===== src/epm_defines.svh =====
/*
 * Offsets, widths, reset values and limits of the error counter bank.
 * Assumes the channel select bits above the 12-bit offset are decoded
 * outside, and that this header is included by every file that needs it.
 */
`ifndef EPM_DEFINES_SVH
`define EPM_DEFINES_SVH

// ----------------------------------------------------------------------
// host port geometry
// ----------------------------------------------------------------------
`define EPM_ADDR_W 12
`define EPM_DATA_W 8

// ----------------------------------------------------------------------
// register offsets
// ----------------------------------------------------------------------
`define EPM_OFF_CHECKSUM 12'h90c
`define EPM_OFF_PAT_UPPER 12'h90d
`define EPM_OFF_PAT_LOWER 12'h90e
`define EPM_OFF_SLIP 12'h90f

// ----------------------------------------------------------------------
// reset values and limits
// ----------------------------------------------------------------------
`define EPM_RST_CNT8 8'h00
`define EPM_RST_CNT16 16'h0000
`define EPM_MAX_CNT8 8'hff
`define EPM_MAX_CNT16 16'hffff
`define EPM_RD_IDLE 8'h00

`endif


===== src/epm_pkg.sv =====
/*
 * Types shared by the error counter bank and its surroundings.
 * Assumes epm_defines.svh is on the include path.
 */
`default_nettype none
`include "epm_defines.svh"

package epm_pkg;

	// ------------------------------------------------------------------
	// host request and event carriers
	// ------------------------------------------------------------------
	typedef struct packed {
		logic [`EPM_ADDR_W-1:0] addr;
		logic wr;
		logic rd;
		logic [`EPM_DATA_W-1:0] wdata;
	} epm_req_t;

	typedef struct packed {
		logic checksum_err;
		logic pattern_err;
		logic slip_repeat;
		logic slip_drop;
	} epm_evt_t;

endpackage : epm_pkg

`default_nettype wire


===== src/epm_counters.sv =====
/*
 * Performance-monitor error counter bank for one E1 channel: link
 * controller 1 checksum errors, receive pattern bit errors (16 bit) and
 * transmit frame slips, all cleared by reading.
 * Assumes event pulses come from logic on clk, one cycle per event, and a
 * host that reads the upper pattern byte before the lower one.
 */
`timescale 1ns/1ns
`default_nettype none
`include "epm_defines.svh"

// Notes on behaviour
// - 8-bit counter of checksum errors from link controller 1
// - each read returns count since last read and clears it
// - 16-bit pattern bit error counter split over two byte registers
// - upper register shows pattern count bits 15..8
// - lower register shows pattern count bits 7..0
// - upper then lower read takes away the 16-bit count seen at the upper read
// - 8-bit counter of transmit slip events
// - a slip is one frame repeated or one frame dropped
module epm_counters (
	input wire logic clk,
	input wire logic rst,
	input wire epm_pkg::epm_req_t host_req,
	input wire epm_pkg::epm_evt_t events,
	output logic [`EPM_DATA_W-1:0] rd_data
);

	// ------------------------------------------------------------------
	// helpers
	// ------------------------------------------------------------------
	function automatic logic [7:0] sat_add8(
		input logic [7:0] v,
		input logic [1:0] n
	);
		logic [8:0] s;
		s = {1'b0, v} + {7'h00, n};
		return s[8] ? `EPM_MAX_CNT8 : s[7:0];
	endfunction : sat_add8

	function automatic logic [15:0] sat_add16(
		input logic [15:0] v,
		input logic n
	);
		logic [16:0] s;
		s = {1'b0, v} + {16'h0000, n};
		return s[16] ? `EPM_MAX_CNT16 : s[15:0];
	endfunction : sat_add16

	// ------------------------------------------------------------------
	// decode
	// ------------------------------------------------------------------
	logic rd_checksum;
	logic rd_upper;
	logic rd_lower;
	logic rd_slip;
	logic [1:0] slip_n;

	assign rd_checksum = host_req.rd
		&& (host_req.addr == `EPM_OFF_CHECKSUM);
	assign rd_upper = host_req.rd && (host_req.addr == `EPM_OFF_PAT_UPPER);
	assign rd_lower = host_req.rd && (host_req.addr == `EPM_OFF_PAT_LOWER);
	assign rd_slip = host_req.rd && (host_req.addr == `EPM_OFF_SLIP);
	// repeat and drop are separate slips, both may land in one cycle
	assign slip_n = {1'b0, events.slip_repeat}
		+ {1'b0, events.slip_drop};

	// ------------------------------------------------------------------
	// counters
	// ------------------------------------------------------------------
	logic [7:0] checksum_err_count_bits;
	logic [15:0] pattern_err_count_bits;
	logic [15:0] pattern_snap;
	logic pattern_armed;
	logic [7:0] tx_slip_count_bits;

	// counters saturate rather than wrap so a slow poller sees overflow
	always_ff @(posedge clk or posedge rst) begin
		if (rst) begin
			checksum_err_count_bits <= `EPM_RST_CNT8;
		end else if (rd_checksum) begin
			checksum_err_count_bits <= {7'h00,
				events.checksum_err};
		end else begin
			checksum_err_count_bits <= sat_add8(checksum_err_count_bits,
				{1'b0, events.checksum_err});
		end
	end

	// lower read takes away only what the upper read reported, so
	// errors arriving between the two reads survive
	always_ff @(posedge clk or posedge rst) begin
		if (rst) begin
			pattern_err_count_bits <= `EPM_RST_CNT16;
		end else if (rd_lower && pattern_armed) begin
			pattern_err_count_bits <= sat_add16(
				pattern_err_count_bits - pattern_snap,
				events.pattern_err);
		end else begin
			pattern_err_count_bits <= sat_add16(pattern_err_count_bits,
				events.pattern_err);
		end
	end

	always_ff @(posedge clk or posedge rst) begin
		if (rst) begin
			pattern_snap <= `EPM_RST_CNT16;
			pattern_armed <= 1'b0;
		end else if (rd_upper) begin
			pattern_snap <= pattern_err_count_bits;
			pattern_armed <= 1'b1;
		end else if (rd_lower) begin
			pattern_armed <= 1'b0;
		end
	end

	always_ff @(posedge clk or posedge rst) begin
		if (rst) begin
			tx_slip_count_bits <= `EPM_RST_CNT8;
		end else if (rd_slip) begin
			tx_slip_count_bits <= {6'h00, slip_n};
		end else begin
			tx_slip_count_bits <= sat_add8(tx_slip_count_bits,
				slip_n);
		end
	end

	// ------------------------------------------------------------------
	// read data
	// ------------------------------------------------------------------
	logic [7:0] next_rd_data;

	// writes are accepted and ignored; unmapped reads return zero
	always_comb begin
		next_rd_data = `EPM_RD_IDLE;
		if (rd_checksum) begin
			next_rd_data = checksum_err_count_bits;
		end else if (rd_upper) begin
			next_rd_data = pattern_err_count_bits[15:8];
		end else if (rd_lower) begin
			// without a preceding upper read the live byte is shown
			next_rd_data = pattern_armed ? pattern_snap[7:0]
				: pattern_err_count_bits[7:0];
		end else if (rd_slip) begin
			next_rd_data = tx_slip_count_bits;
		end
	end

	always_ff @(posedge clk or posedge rst) begin
		if (rst) begin
			rd_data <= `EPM_RD_IDLE;
		end else begin
			rd_data <= next_rd_data;
		end
	end
endmodule : epm_counters

`default_nettype wire


===== config.mk =====
export PLATFORM = sky130hd
export DESIGN_NAME = epm_counters
export DESIGN_NICKNAME = d
export VERILOG_FILES = /design/src/epm_pkg.sv /design/src/epm_counters.sv
export VERILOG_INCLUDE_DIRS = /design/src /design/src/src
export SDC_FILE = /design/constraint.sdc
export NUM_CORES = 1
export LEC_CHECK = 0
export BUFFER_PORTS_ARGS = -buffer_cell sky130_fd_sc_hd__buf_2
export CAP_MARGIN = 20
export CORE_ASPECT_RATIO = 0.75
export CORE_MARGIN = 1.5
export CORE_UTILIZATION = 61
export DETAILED_ROUTE_END_ITERATION = 10
export GPL_ROUTABILITY_DRIVEN = 0
export PLACE_DENSITY = 0.81
export SLEW_MARGIN = 20
export SYNTH_ARGS = -nofsm -noshare
export SYNTH_HDL_FRONTEND = slang
export SYNTH_SLANG_ARGS = --single-unit

===== constraint.sdc =====
create_clock -name clk -period 9.34 [get_ports clk]
set_clock_uncertainty 0.15 [all_clocks]
set_input_delay 0.934 -clock clk [delete_from_list [all_inputs] [get_ports clk]]
set_output_delay 0.934 -clock clk [all_outputs]
set_load 0.005 [all_outputs]

Yosys cells after proc, flatten, opt, wreduce, memory -nomap -nowiden
Cells that the tools add are included.
- input port bits: 28
- register bits: 57
- word-level logic and storage cells: 36
- output and inout bits: 8
- reductions and logical operators: 6
- equal/unequal tests: 4
- multiplexer cells: 14
- add/sub/neg operators: 6
- operators by type and width (cell ; count):
    8-bit two-way mux ; 9
    12-bit equality test, second input constant ; 4
    16-bit two-way mux ; 3
    16-bit by 1-bit adder with 17-bit output ; 2
    16-bit subtractor ; 1
    8-bit by 1-bit adder with 9-bit output ; 1
    8-bit by 2-bit adder with 9-bit output ; 1
    1-bit logical AND ; 5
    1-bit by 1-bit adder with 2-bit output ; 1
    1-bit two-way mux ; 2
    2-bit nonzero test ; 1

Depth between registers and ports, before layout
Gate-level depths: netlist (run 1).
- depth after elaboration: 6
- mapped depth: 13
- mapped depth without buffers: 12

Worst setup path after synthesis (run 1)
No wires, ideal clock.
- path type: register -> register
- start point: reg pattern_err_count_bits[0]
- end point: reg pattern_err_count_bits[15]
- setup time: 0.094 ns
- stages on the path, launching flop included: 13
- clock period less this slack: 3.110 ns
- buffers on the path: 0
- setup slack: 6.230 ns
- required time: 9.096 ns
- arrival: 2.866 ns
- cell sequence: dfrtp_1 > inv_1 > ha_1 > inv_1 > fa_1 > a21o_2 > a221oi_2 > o21ai_0 > xor2_1 > nand4b_2 > nand3b_4 > o21a_1 > a211oi_1
- longest elaborated chain between the ends: 4
- elaborated cells on any way between the ends: 6
- classes of those cells: add/sub: 3; mux: 3
- RTL lines (item ; RTL line ; text):
    start, declared ; epm_counters.sv:72 ; logic [15:0] pattern_err_count_bits;
    start signal, assigned ; epm_counters.sv:94 ; pattern_err_count_bits <= `EPM_RST_CNT16;
    start signal, assigned ; epm_counters.sv:96 ; pattern_err_count_bits <= sat_add16(
    start signal, assigned ; epm_counters.sv:100 ; pattern_err_count_bits <= sat_add16(pattern_err_count_bits,
    16-bit subtractor ; epm_counters.sv:97 ; pattern_err_count_bits - pattern_snap,
    16-bit by 1-bit adder with 17-bit output ; epm_counters.sv:46 ; s = {1'b0, v} + {16'h0000, n};
    16-bit two-way mux ; epm_counters.sv:47 ; return s[16] ? `EPM_MAX_CNT16 : s[15:0];
    16-bit two-way mux (*) ; epm_counters.sv:95 ; end else if (rd_lower && pattern_armed) begin
Mark *: on every way between the ends. The rest lies on a longest branch, timed or not.
A chain may end at the register's enable or synchronous reset.

Worst setup path after layout (run 1)
Ends and elaborated chain as after synthesis.

==> impl_metrics.env, run 1 <==
export IMPL_status="complete, no violations"
export IMPL_die_h_um=73
export IMPL_cp_endpoint="pattern_err_count_bits[15]$_DFF_PP0_"
export IMPL_vias_per_cell=6.21
export IMPL_final_max_slew_viol_count=0
export IMPL_r2r_end="pattern_err_count_bits[15]$_DFF_PP0_"
export IMPL_final_nets=518
export IMPL_rrSetupSlack_ps=5860
export IMPL_htreeDepth=3
export IMPL_fin_crit_sh_pct=37.3
export IMPL_antenna_found_initial=0
export IMPL_path_depth=12
export IMPL_drtIter0Drc=335
export IMPL_p_total_mw=1.15
export IMPL_slew_headroom_pct=35.4
export IMPL_wl_mm=9.45
export IMPL_cts_tree="yes"
export IMPL_synth_distinct_cells=57
export IMPL_p_leak_nw=2.03
export IMPL_critical_path_top_delay_family="compound AO/OA/AOI/OAI gates"
export IMPL_drive_gt1_share_pct=16.2
export IMPL_reg2reg_depth=12
export IMPL_crit_start="pattern_err_count_bits[0]$_DFF_PP0_"
export IMPL_finalSetupTns_ps=0
export IMPL_dpl_cell_area_mm2=0.00418
export IMPL_power_density_mw_per_mm2=263
export IMPL_critPathArrivalTime_ps=3570
export IMPL_max_freq_ghz=0.287
export IMPL_synth_nets=489
export IMPL_rows=25
export IMPL_yosysTopAreaCell="dfrtp_1"
export IMPL_critical_path_class="reg -> reg"
export IMPL_irDropWorstVdd_v=0.000139
export IMPL_grt_pass1_wl_mm=15.3
export IMPL_synthTopCellsByCount="dfrtp_1 (57), nor2_1 (57), a21oi_1 (37), nand2_1 (29), inv_1 (27)"
export IMPL_slowest_stage="a221oi_2"
export IMPL_core_area_mm2=0.00632
export IMPL_path_buf_inv=2
export IMPL_synth_edf_count=0
export IMPL_area_growth_syn_to_layout_pct=9.51
export IMPL_rsz0062_at_grt="no"
export IMPL_ys_ff_latch=57
export IMPL_grt_max_degree=58
export IMPL_synth_seq_area_share_pct=35.8
export IMPL_synth_cell_area_mm2=0.00399
export IMPL_num_io_pins=36
export IMPL_clock_path_buffers=2
export IMPL_syn_inst=435
export IMPL_hold_buffers=0
export IMPL_synth_xor_xnor_area_share_pct=9.64
export IMPL_portBuffers=26
export IMPL_fill_cells=475
export IMPL_synth_top_family_by_area="simple AND/OR/NAND/NOR gates"
export IMPL_initial_utilization_pct=63.1
export IMPL_finalSetupViolations=0
export IMPL_drv_max_cap_violation_count=0
export IMPL_min_path_type="reg -> reg"
export IMPL_synth_area_leaders="dfrtp_1 (36%), ha_1 (7.5%), nor2_1 (5.4%)"
export IMPL_post_cts_setup_buffers=0
export IMPL_diodes=0
export IMPL_grt_overflow=0
export IMPL_crit_path_end_kind="flip-flop"
export IMPL_ctsResizeCount=0
export IMPL_synth_compound_area_share_pct=17.0
export IMPL_synth_simple_gate_area_share_pct=18.9
export IMPL_numCtsBuffers=9
export IMPL_ant_nets=0
export IMPL_max_stage_delay_ps=420
export IMPL_fin_crit_ps=3480
export IMPL_yosys_mux_area_fraction_pct=6.50
export IMPL_tightest_slew_ps=965
export IMPL_clock_root_buffer="clkbuf_8"
export IMPL_globalRouteTotalUtil_pct=28.6
export IMPL_cts_clk_slew_worst_paths_ps=60
export IMPL_dieArea_mm2=0.00703
export IMPL_synth_avg_cell_area_um2=9.16
export IMPL_dp_hpwl_mm=7.08
export IMPL_grt_pass1_vias=3201
export IMPL_drc=0
export IMPL_fp_dieW_um=96.3
export IMPL_start_kind="flip-flop"
export IMPL_crit_chain="inv_1 > ha_1 > inv_1 > fa_1 > a21o_2 > a221oi_2 > o21ai_0 > xor2_1 > nand4b_2 > nand3b_4 > o21a_1 > a211oi_1"
export IMPL_cpMostUsedCell="inv_1"
export IMPL_synthFlopType="dfrtp_1"
export IMPL_finalInstanceArea_mm2=0.00436
export IMPL_synth_warnings=0
export IMPL_wl_per_cell_um=17.2
export IMPL_worstSkewPairLatency_ps=340
export IMPL_clock_sinks=57
export IMPL_worstReg2RegStart="pattern_err_count_bits[0]$_DFF_PP0_"
export IMPL_cp_max_fo=5
export IMPL_yosysTopAreaCellShare_pct=35.8
export IMPL_hold_viol=0
export IMPL_dr_pass1_iters=9
export IMPL_async_reset_ff_share_pct=100
export IMPL_synthAdderAreaFrac_pct=8.54
export IMPL_hold_slack_ps=360
export IMPL_dr_total_vias=3414
export IMPL_crit_required_ps=9430
[kinds of logic after synthesis]
family,Yosys count
compound gates,99
flops,57
simple gates,150
fa+ha+maj,26
xor+xnor,43
buf+inv,36
mux,24
[sequential cells by signal, indices dropped and copies added, names as in the netlist]
| register | count |
|---|---|
| pattern_err_count_bits | 16 |
| pattern_snap | 16 |
| checksum_err_count_bits | 8 |
| rd_data | 8 |
| tx_slip_count_bits | 8 |
| pattern_armed | 1 |
[metrics by stage]
stage	util, %	instances	setup slack (ps)
floorplan	-	435	6230
global placement	66.2	534	5610
detailed placement	66.2	534	5490
CTS	68.9	550	5830
global route	69.1	550	5600
finish	69.1	550	5860
[placed cells by master, fill, tap and decap left out, types with 3 or more instances in the layout]
master | netlist | layout
nor2_1 | 57 | 57
o21ai_0 | 22 | 22
nand4_1 | 8 | 8
clkinv_2 | 0 | 3
mux2_2 | 15 | 15
buf_2 | 1 | 26
and3_1 | 10 | 10
nor3_1 | 6 | 5
a21oi_1 | 37 | 37
a21o_1 | 3 | 3
ha_1 | 24 | 24
a31oi_1 | 4 | 4
nand3_1 | 14 | 14
mux2i_1 | 9 | 9
clkbuf_8 | 0 | 11
inv_1 | 27 | 26
xor2_1 | 19 | 19
o21a_1 | 5 | 5
a222oi_1 | 6 | 6
xnor2_1 | 23 | 23
nand2_1 | 29 | 29
nand2b_1 | 4 | 4
dfrtp_1 | 57 | 57
a211oi_1 | 3 | 3
[worst min-delay path by stage]
stage                                                     from                           end  slack [ps]  depth (start not counted)
after floorplan           checksum_err_count_bits[0]$_DFF_PP0_          rd_data[0]$_DFF_PP0_         320                          2
after global placement            pattern_snap[14]$_DFFE_PP0P_  pattern_snap[14]$_DFFE_PP0P_         340                          1
after detailed placement          pattern_snap[14]$_DFFE_PP0P_  pattern_snap[14]$_DFFE_PP0P_         350                          1
after CTS                         pattern_snap[14]$_DFFE_PP0P_  pattern_snap[14]$_DFFE_PP0P_         360                          1
after global routing              pattern_snap[14]$_DFFE_PP0P_  pattern_snap[14]$_DFFE_PP0P_         370                          1
final                             pattern_snap[14]$_DFFE_PP0P_  pattern_snap[14]$_DFFE_PP0P_         360                          1
[layer usage]
metal  GRT usage [%]  vias up  wire (um)
met4            8.37        0        223
met5               0        -          0
met1            39.1     1653       4200
li1                -     1604          -
met2            44.9      132       4390
met3            7.19       25        633
[report_power, final]
group          switching [mW]  leakage [nW]  internal (mW)  total [mW]
Combinational           0.327          1.18          0.245       0.571
Clock                  0.0974        0.0932          0.110       0.207
Sequential             0.0734         0.758          0.294       0.367
Total                   0.497          2.03          0.648        1.15
[area by class of cell]
type / instances / area, um^2 / share of cell area [%]
Multi-Input combinational cell: 342 / 2420 / 55.5
Sequential cell: 57 / 1430 / 32.7
Clock inverter: 3 / 15.0 / 0.344
Timing Repair Buffer: 27 / 138 / 3.15
Tap cell: 81 / 101 / 2.32
Inverter: 27 / 101 / 2.32
Clock buffer: 13 / 159 / 3.64
Note: power is estimated with default switching activity, not from simulation.
==> run 2, diff against run 1 <==
--- a/config.mk
+++ b/config.mk
@@ -10,10 +10,10 @@
 export CAP_MARGIN = 20
 export CORE_ASPECT_RATIO = 0.75
 export CORE_MARGIN = 1.5
-export CORE_UTILIZATION = 61
+export CORE_UTILIZATION = 54
 export DETAILED_ROUTE_END_ITERATION = 10
 export GPL_ROUTABILITY_DRIVEN = 0
-export PLACE_DENSITY = 0.81
+export PLACE_DENSITY = 0.76
 export SLEW_MARGIN = 20
 export SYNTH_ARGS = -nofsm -noshare
 export SYNTH_HDL_FRONTEND = slang
==> constraint.sdc (replaced) <==
create_clock -name clk -period 2.9 [get_ports clk]
set_clock_uncertainty 0.15 [all_clocks]
set_input_delay 0.29 -clock clk [delete_from_list [all_inputs] [get_ports clk]]
set_output_delay 0.29 -clock clk [all_outputs]
set_load 0.005 [all_outputs]
==> impl_metrics.env, run 2 (synthesis results as in run 1) <==
export IMPL_crit_chain="inv_2 > ha_4 > inv_2 > fa_2 > a21o_4 > a221oi_4 > buf_4 > xnor2_2 > nand4_1 > buf_6 > nor2_4 > a31oi_4 > clkbuf_16 > a21oi_2"
export IMPL_grt_max_degree=58
export IMPL_final_max_slew_viol_count=0
export IMPL_setup_ws_ps=-136
export IMPL_die_h_um=77.4
export IMPL_numCtsBuffers=9
export IMPL_cts_tree="yes"
export IMPL_start_kind="flip-flop"
export IMPL_critical_path_top_delay_family="compound AO/OA/AOI/OAI gates"
export IMPL_path_buf_inv=5
export IMPL_max_freq_ghz=0.329
export IMPL_dp_hpwl_mm=7.41
export IMPL_rrSetupSlack_ps=-140
export IMPL_p_total_mw=4.39
export IMPL_grt_pass1_vias=3514
export IMPL_hold_viol=0
export IMPL_dpl_cell_area_mm2=0.00456
export IMPL_reg_top3="pattern_err_count_bits (16), pattern_snap (16)"
export IMPL_worstSkewPairLatency_ps=330
export IMPL_cts_clk_slew_worst_paths_ps=70
export IMPL_p_int_mw=2.56
export IMPL_power_frac_comb_pct=58.8
export IMPL_p_sw_mw=1.84
export IMPL_pwr_share_seq_pct=25.7
export IMPL_grt_overflow=0
export IMPL_status="finished with violations"
export IMPL_initial_utilization_pct=57.2
export IMPL_critical_path_class="reg -> reg"
export IMPL_clock_path_buffers=2
export IMPL_dr_pass1_iters=8
export IMPL_crit_start="pattern_err_count_bits[0]$_DFF_PP0_"
export IMPL_cpMostUsedCell="inv_2"
export IMPL_min_path_type="in -> async"
export IMPL_crit_path_end_kind="flip-flop"
export IMPL_num_io_pins=36
export IMPL_portBuffers=26
export IMPL_p_leak_nw=2.29
export IMPL_power_density_mw_per_mm2=892
export IMPL_hold_buffers=0
export IMPL_vias_per_cell=5.82
export IMPL_finalInstanceArea_mm2=0.00492
export IMPL_drc=0
export IMPL_fin_crit_ps=3040
export IMPL_ant_nets=0
export IMPL_dp_slack_ps=-172
export IMPL_antenna_found_initial=0
export IMPL_drtIter0Drc=313
export IMPL_diodes=0
export IMPL_dieArea_mm2=0.00791
export IMPL_drive_gt1_share_pct=28.1
export IMPL_violations="setup timing"
export IMPL_htreeDepth=3
export IMPL_slowest_stage="dfrtp_1"
export IMPL_p_sw_share_pct=41.8
export IMPL_slew_headroom_pct=51.1
export IMPL_dr_total_vias=3574
export IMPL_final_cell_mix="nor2_1 (57), dfrtp_1 (57), buf_4 (44), nand2_1 (29), buf_2 (26)"
export IMPL_p_clk_share_pct=15.6
export IMPL_drv_max_cap_violation_count=0
export IMPL_max_stage_delay_ps=390
export IMPL_rsz0062_at_grt="yes"
export IMPL_wl_mm=10.1
export IMPL_fin_crit_sh_pct=105
export IMPL_wl_per_cell_um=16.4
export IMPL_finalSetupViolations=15
export IMPL_critPathArrivalTime_ps=3150
export IMPL_area_growth_syn_to_layout_pct=23.5
export IMPL_cp_max_fo=6
export IMPL_grt_pass1_wl_mm=16.7
export IMPL_fp_dieW_um=102
export IMPL_clock_sinks=57
export IMPL_irDropWorstVdd_v=0.000567
export IMPL_rows=26
export IMPL_core_area_mm2=0.00696
export IMPL_tightest_slew_ps=733
export IMPL_crit_required_ps=3010
export IMPL_hold_slack_ps=7.25
export IMPL_clock_root_buffer="clkbuf_8"
export IMPL_globalRouteTotalUtil_pct=27.3
export IMPL_final_nets=566
export IMPL_worstReg2RegStart="pattern_err_count_bits[0]$_DFF_PP0_"
==> run 2: cell count changes in the layout (fill, tap and decap cells not counted), sizes merged <==
cell / delta
buf: +47
clkbuf: +1
clkinv: -2
clkinvlp: +1
==> run 2: power groups by stage <==
stage / sequential (mW) / clock, mW / combinational [mW]
after detailed placement: 1.13 / 0 / 2.31
after global placement: 1.12 / 0 / 2.22
final: 1.13 / 0.684 / 2.58
after global routing: 1.14 / 0.724 / 2.84
after floorplan: 1.11 / 0 / 1.53
after CTS: 1.12 / 0.692 / 2.48
==> run 2: repair_timing <==
| action | 4_1_cts | 5_1_grt |
|---|---|---|
| gates cloned | 0 | 1 |
| setup endpoints to repair | 16 | 16 |
| buffers inserted | 3 | 0 |
| pin swaps | 9 | 10 |
| resized for setup | 18 | 12 |
==> run 2: worst min-delay path: cells and delay by family <==
family   cells  cell delay [ps]
buf+inv      3              700
==> run 2: cell type report <==
cell class / count / area (um^2)
multi-input combinational: 342 / 2550
sequential: 57 / 1430
clock inverter: 2 / 12.5
clock buffer: 13 / 169
timing repair buffer: 75 / 539
fill: 553 / 2040
inverter: 27 / 101
tap: 98 / 123
==> run 2: metal layers <==
layer | track usage (%) | wire [um]
met1 | 38.7 | 4510
met2 | 43.9 | 4700
met3 | 4.86 | 724
met4 | 5.89 | 146
met5 | 0 | 0
==> run 2: per-stage QoR <==
step	utilization, %	setup TNS (ps)	std cells
after detailed placement	65.5	-1870	595
after CTS	69.4	-1230	613
after floorplan	-	-94.0	435
after global placement	65.5	-486	595
after global routing	70.7	-3640	614
final	70.7	-1690	614
==> run 2: final timing paths <==
kind                            cells after the start                                   end
worst max-delay path                               14   pattern_err_count_bits[5]$_DFF_PP0_
worst max register to register                     14   pattern_err_count_bits[5]$_DFF_PP0_
min in group clk                                    3  checksum_err_count_bits[0]$_DFF_PP0_
worst min register to register                      1          pattern_snap[12]$_DFFE_PP0P_
max in group asynchronous                           3       tx_slip_count_bits[7]$_DFF_PP0_
worst min-delay path                                3  checksum_err_count_bits[5]$_DFF_PP0_
==> run 3, diff against run 2 <==
--- a/config.mk
+++ b/config.mk
@@ -10,10 +10,11 @@
 export CAP_MARGIN = 20
 export CORE_ASPECT_RATIO = 0.75
 export CORE_MARGIN = 1.5
-export CORE_UTILIZATION = 54
+export CORE_UTILIZATION = 56
+export CTS_BUF_LIST = sky130_fd_sc_hd__clkbuf_2
 export DETAILED_ROUTE_END_ITERATION = 10
 export GPL_ROUTABILITY_DRIVEN = 0
-export PLACE_DENSITY = 0.76
+export PLACE_DENSITY = 0.79
 export SLEW_MARGIN = 20
 export SYNTH_ARGS = -nofsm -noshare
 export SYNTH_HDL_FRONTEND = slang
==> impl_metrics.env, run 3 (synthesis results as in run 1) <==
export IMPL_clock_path_buffers=2
export IMPL_wl_per_cell_um=16.4
export IMPL_drc=0
export IMPL_numCtsBuffers=9
export IMPL_fin_crit_sh_pct=103
export IMPL_tightest_slew_ps=527
export IMPL_rrSetupSlack_ps=-90
export IMPL_rsz0062_at_grt="yes"
export IMPL_reg2reg_depth=12
export IMPL_r2r_end="pattern_err_count_bits[12]$_DFF_PP0_"
export IMPL_setup_ws_ps=-94.0
export IMPL_dpl_cell_area_mm2=0.00456
export IMPL_dp_cells=595
export IMPL_final_nets=573
export IMPL_drtIter0Drc=269
export IMPL_critical_path_top_delay_family="compound AO/OA/AOI/OAI gates"
export IMPL_path_buf_inv=2
export IMPL_die_h_um=76.1
export IMPL_drive_gt1_share_pct=27.1
export IMPL_cpMostUsedCell="inv_2"
export IMPL_fp_dieW_um=100
export IMPL_finalSetupViolations=16
export IMPL_area_growth_syn_to_layout_pct=22.7
export IMPL_htreeDepth=3
export IMPL_p_clk_share_pct=13.8
export IMPL_diodes=0
export IMPL_crit_start="pattern_err_count_bits[0]$_DFF_PP0_"
export IMPL_drv_max_cap_violation_count=0
export IMPL_grt_max_degree=31
export IMPL_dp_hpwl_mm=7.73
export IMPL_final_util_pct=71.3
export IMPL_irDropWorstVdd_v=0.000529
export IMPL_dr_total_vias=3590
export IMPL_p_sw_share_pct=42.2
export IMPL_num_io_pins=36
export IMPL_wl_mm=10.2
export IMPL_final_cell_mix="nor2_1 (57), dfrtp_1 (57), buf_4 (46), a21oi_1 (32), nand2_1 (29)"
export IMPL_hold_slack_ps=24.7
export IMPL_max_stage_delay_ps=420
export IMPL_grt_overflow=0
export IMPL_hold_viol=0
export IMPL_p_leak_nw=2.32
export IMPL_status="finished with violations"
export IMPL_slowest_stage="dfrtp_1"
export IMPL_violations="setup timing"
export IMPL_start_kind="flip-flop"
export IMPL_critical_path_class="reg -> reg"
export IMPL_fin_crit_ps=2990
export IMPL_portBuffers=26
export IMPL_fill_cells=497
export IMPL_p_int_mw=2.51
export IMPL_dieArea_mm2=0.00764
export IMPL_worstSkewPairLatency_ps=510
export IMPL_fin_cells=622
export IMPL_p_total_mw=4.34
export IMPL_rows=26
export IMPL_grt_pass1_wl_mm=17.1
export IMPL_antenna_found_initial=0
export IMPL_reg_top3="pattern_err_count_bits (16), pattern_snap (16)"
export IMPL_crit_required_ps=3160
export IMPL_clock_root_buffer="clkbuf_2"
export IMPL_dr_pass1_iters=5
export IMPL_min_path_type="in -> reg"
export IMPL_vias_per_cell=5.77
export IMPL_cts_tree="yes"
export IMPL_p_sw_mw=1.83
export IMPL_crit_chain="inv_2 > ha_4 > inv_2 > fa_2 > a21o_4 > a221oi_4 > o31ai_4 > a41oi_2 > xnor2_1 > and3_4 > and3b_1 > o31ai_2"
export IMPL_max_freq_ghz=0.334
export IMPL_final_max_slew_viol_count=0
export IMPL_globalRouteTotalUtil_pct=29.0
export IMPL_ant_nets=0
export IMPL_power_frac_comb_pct=60.3
export IMPL_finalInstanceArea_mm2=0.00489
export IMPL_power_density_mw_per_mm2=887
export IMPL_core_area_mm2=0.00686
export IMPL_critPathArrivalTime_ps=3250
export IMPL_path_depth=12
export IMPL_pwr_share_seq_pct=25.9
export IMPL_crit_path_end_kind="flip-flop"
export IMPL_cts_clk_slew_worst_paths_ps=150
export IMPL_grt_pass1_vias=3565
export IMPL_initial_utilization_pct=58.1
export IMPL_clock_sinks=57
export IMPL_cp_max_fo=3
export IMPL_cp_endpoint="pattern_err_count_bits[12]$_DFF_PP0_"
export IMPL_worstReg2RegStart="pattern_err_count_bits[0]$_DFF_PP0_"
export IMPL_slew_headroom_pct=64.7
==> run 3: cell types whose count changed in the layout (fill, tap and decap cells not counted), sizes merged <==
cell	before	now
bufinv	0	2
clkbuf	14	10
clkinv	1	3
dlygate4sd3	0	6
buf	74	76
==> run 3: final cells by class <==
cell class                      count  area, um^2  share of cell area, %
Tap cell                           98         123                   2.51
Inverter                           27         101                   2.07
Clock inverter                      6        82.6                   1.69
Multi-Input combinational cell    342        2520                   51.5
Sequential cell                    57        1430                   29.2
Timing Repair Buffer               82         589                   12.0
Clock buffer                       10        50.0                   1.02
==> run 3: worst register-to-register path: cells and delay by family, from the launching register on <==
family          cells  cell delay, ps
simple gates        2             420
compound gates      5            1160
xor+xnor            1             170
flops               1             420
buf+inv             2             110
fa+ha+maj           2             470
==> run 3: repair_timing <==
action,in CTS,in global routing
hold buffers,6,0
pin swaps,11,6
endpoints found under the hold margin,60,0
gates cloned,0,0
endpoints found under the setup margin,16,16
gates resized for setup,14,9
buffers inserted,4,1
==> run 3: power by group through the flow <==
| stage | Combinational (mW) | Clock (mW) | Sequential, mW |
|---|---|---|---|
| after floorplan | 1.53 | 0 | 1.11 |
| after global placement | 2.23 | 0 | 1.12 |
| after detailed placement | 2.34 | 0 | 1.13 |
| after CTS | 2.46 | 0.603 | 1.12 |
| after global routing | 2.86 | 0.639 | 1.15 |
| final | 2.62 | 0.596 | 1.12 |
==> run 3: stage by stage <==
stage	TNS [ps]	setup slack [ps]
floorplan	-94.0	-55.3
global placement	-581	-121
detailed placement	-1740	-183
CTS	-590	-63.0
global route	-2800	-198
finish	-871	-94.0
==> run 3: worst min path at each step <==
stage / from / endpoint / slack (ps) / cells past startpoint
finish: events[2] / pattern_err_count_bits[0]$_DFF_PP0_ / 20 / 4
global route: events[2] / pattern_err_count_bits[0]$_DFF_PP0_ / 30 / 4
CTS: events[2] / pattern_err_count_bits[0]$_DFF_PP0_ / 30 / 4
detailed placement: rst / checksum_err_count_bits[2]$_DFF_PP0_ / -10 / 2
global placement: rst / checksum_err_count_bits[2]$_DFF_PP0_ / -10 / 2
floorplan: events[3] / checksum_err_count_bits[0]$_DFF_PP0_ / 300 / 2
==> run 3: layer usage <==
layer  vias to the layer above  share of wire (%)  global-route usage (%)
li1                       1716                  -                       -
met2                        97                 47                    46.0
met4                         0                1.2                    7.04
met5                         -                  0                       0
met3                        16                5.8                    6.88
met1                      1761                 46                    40.2
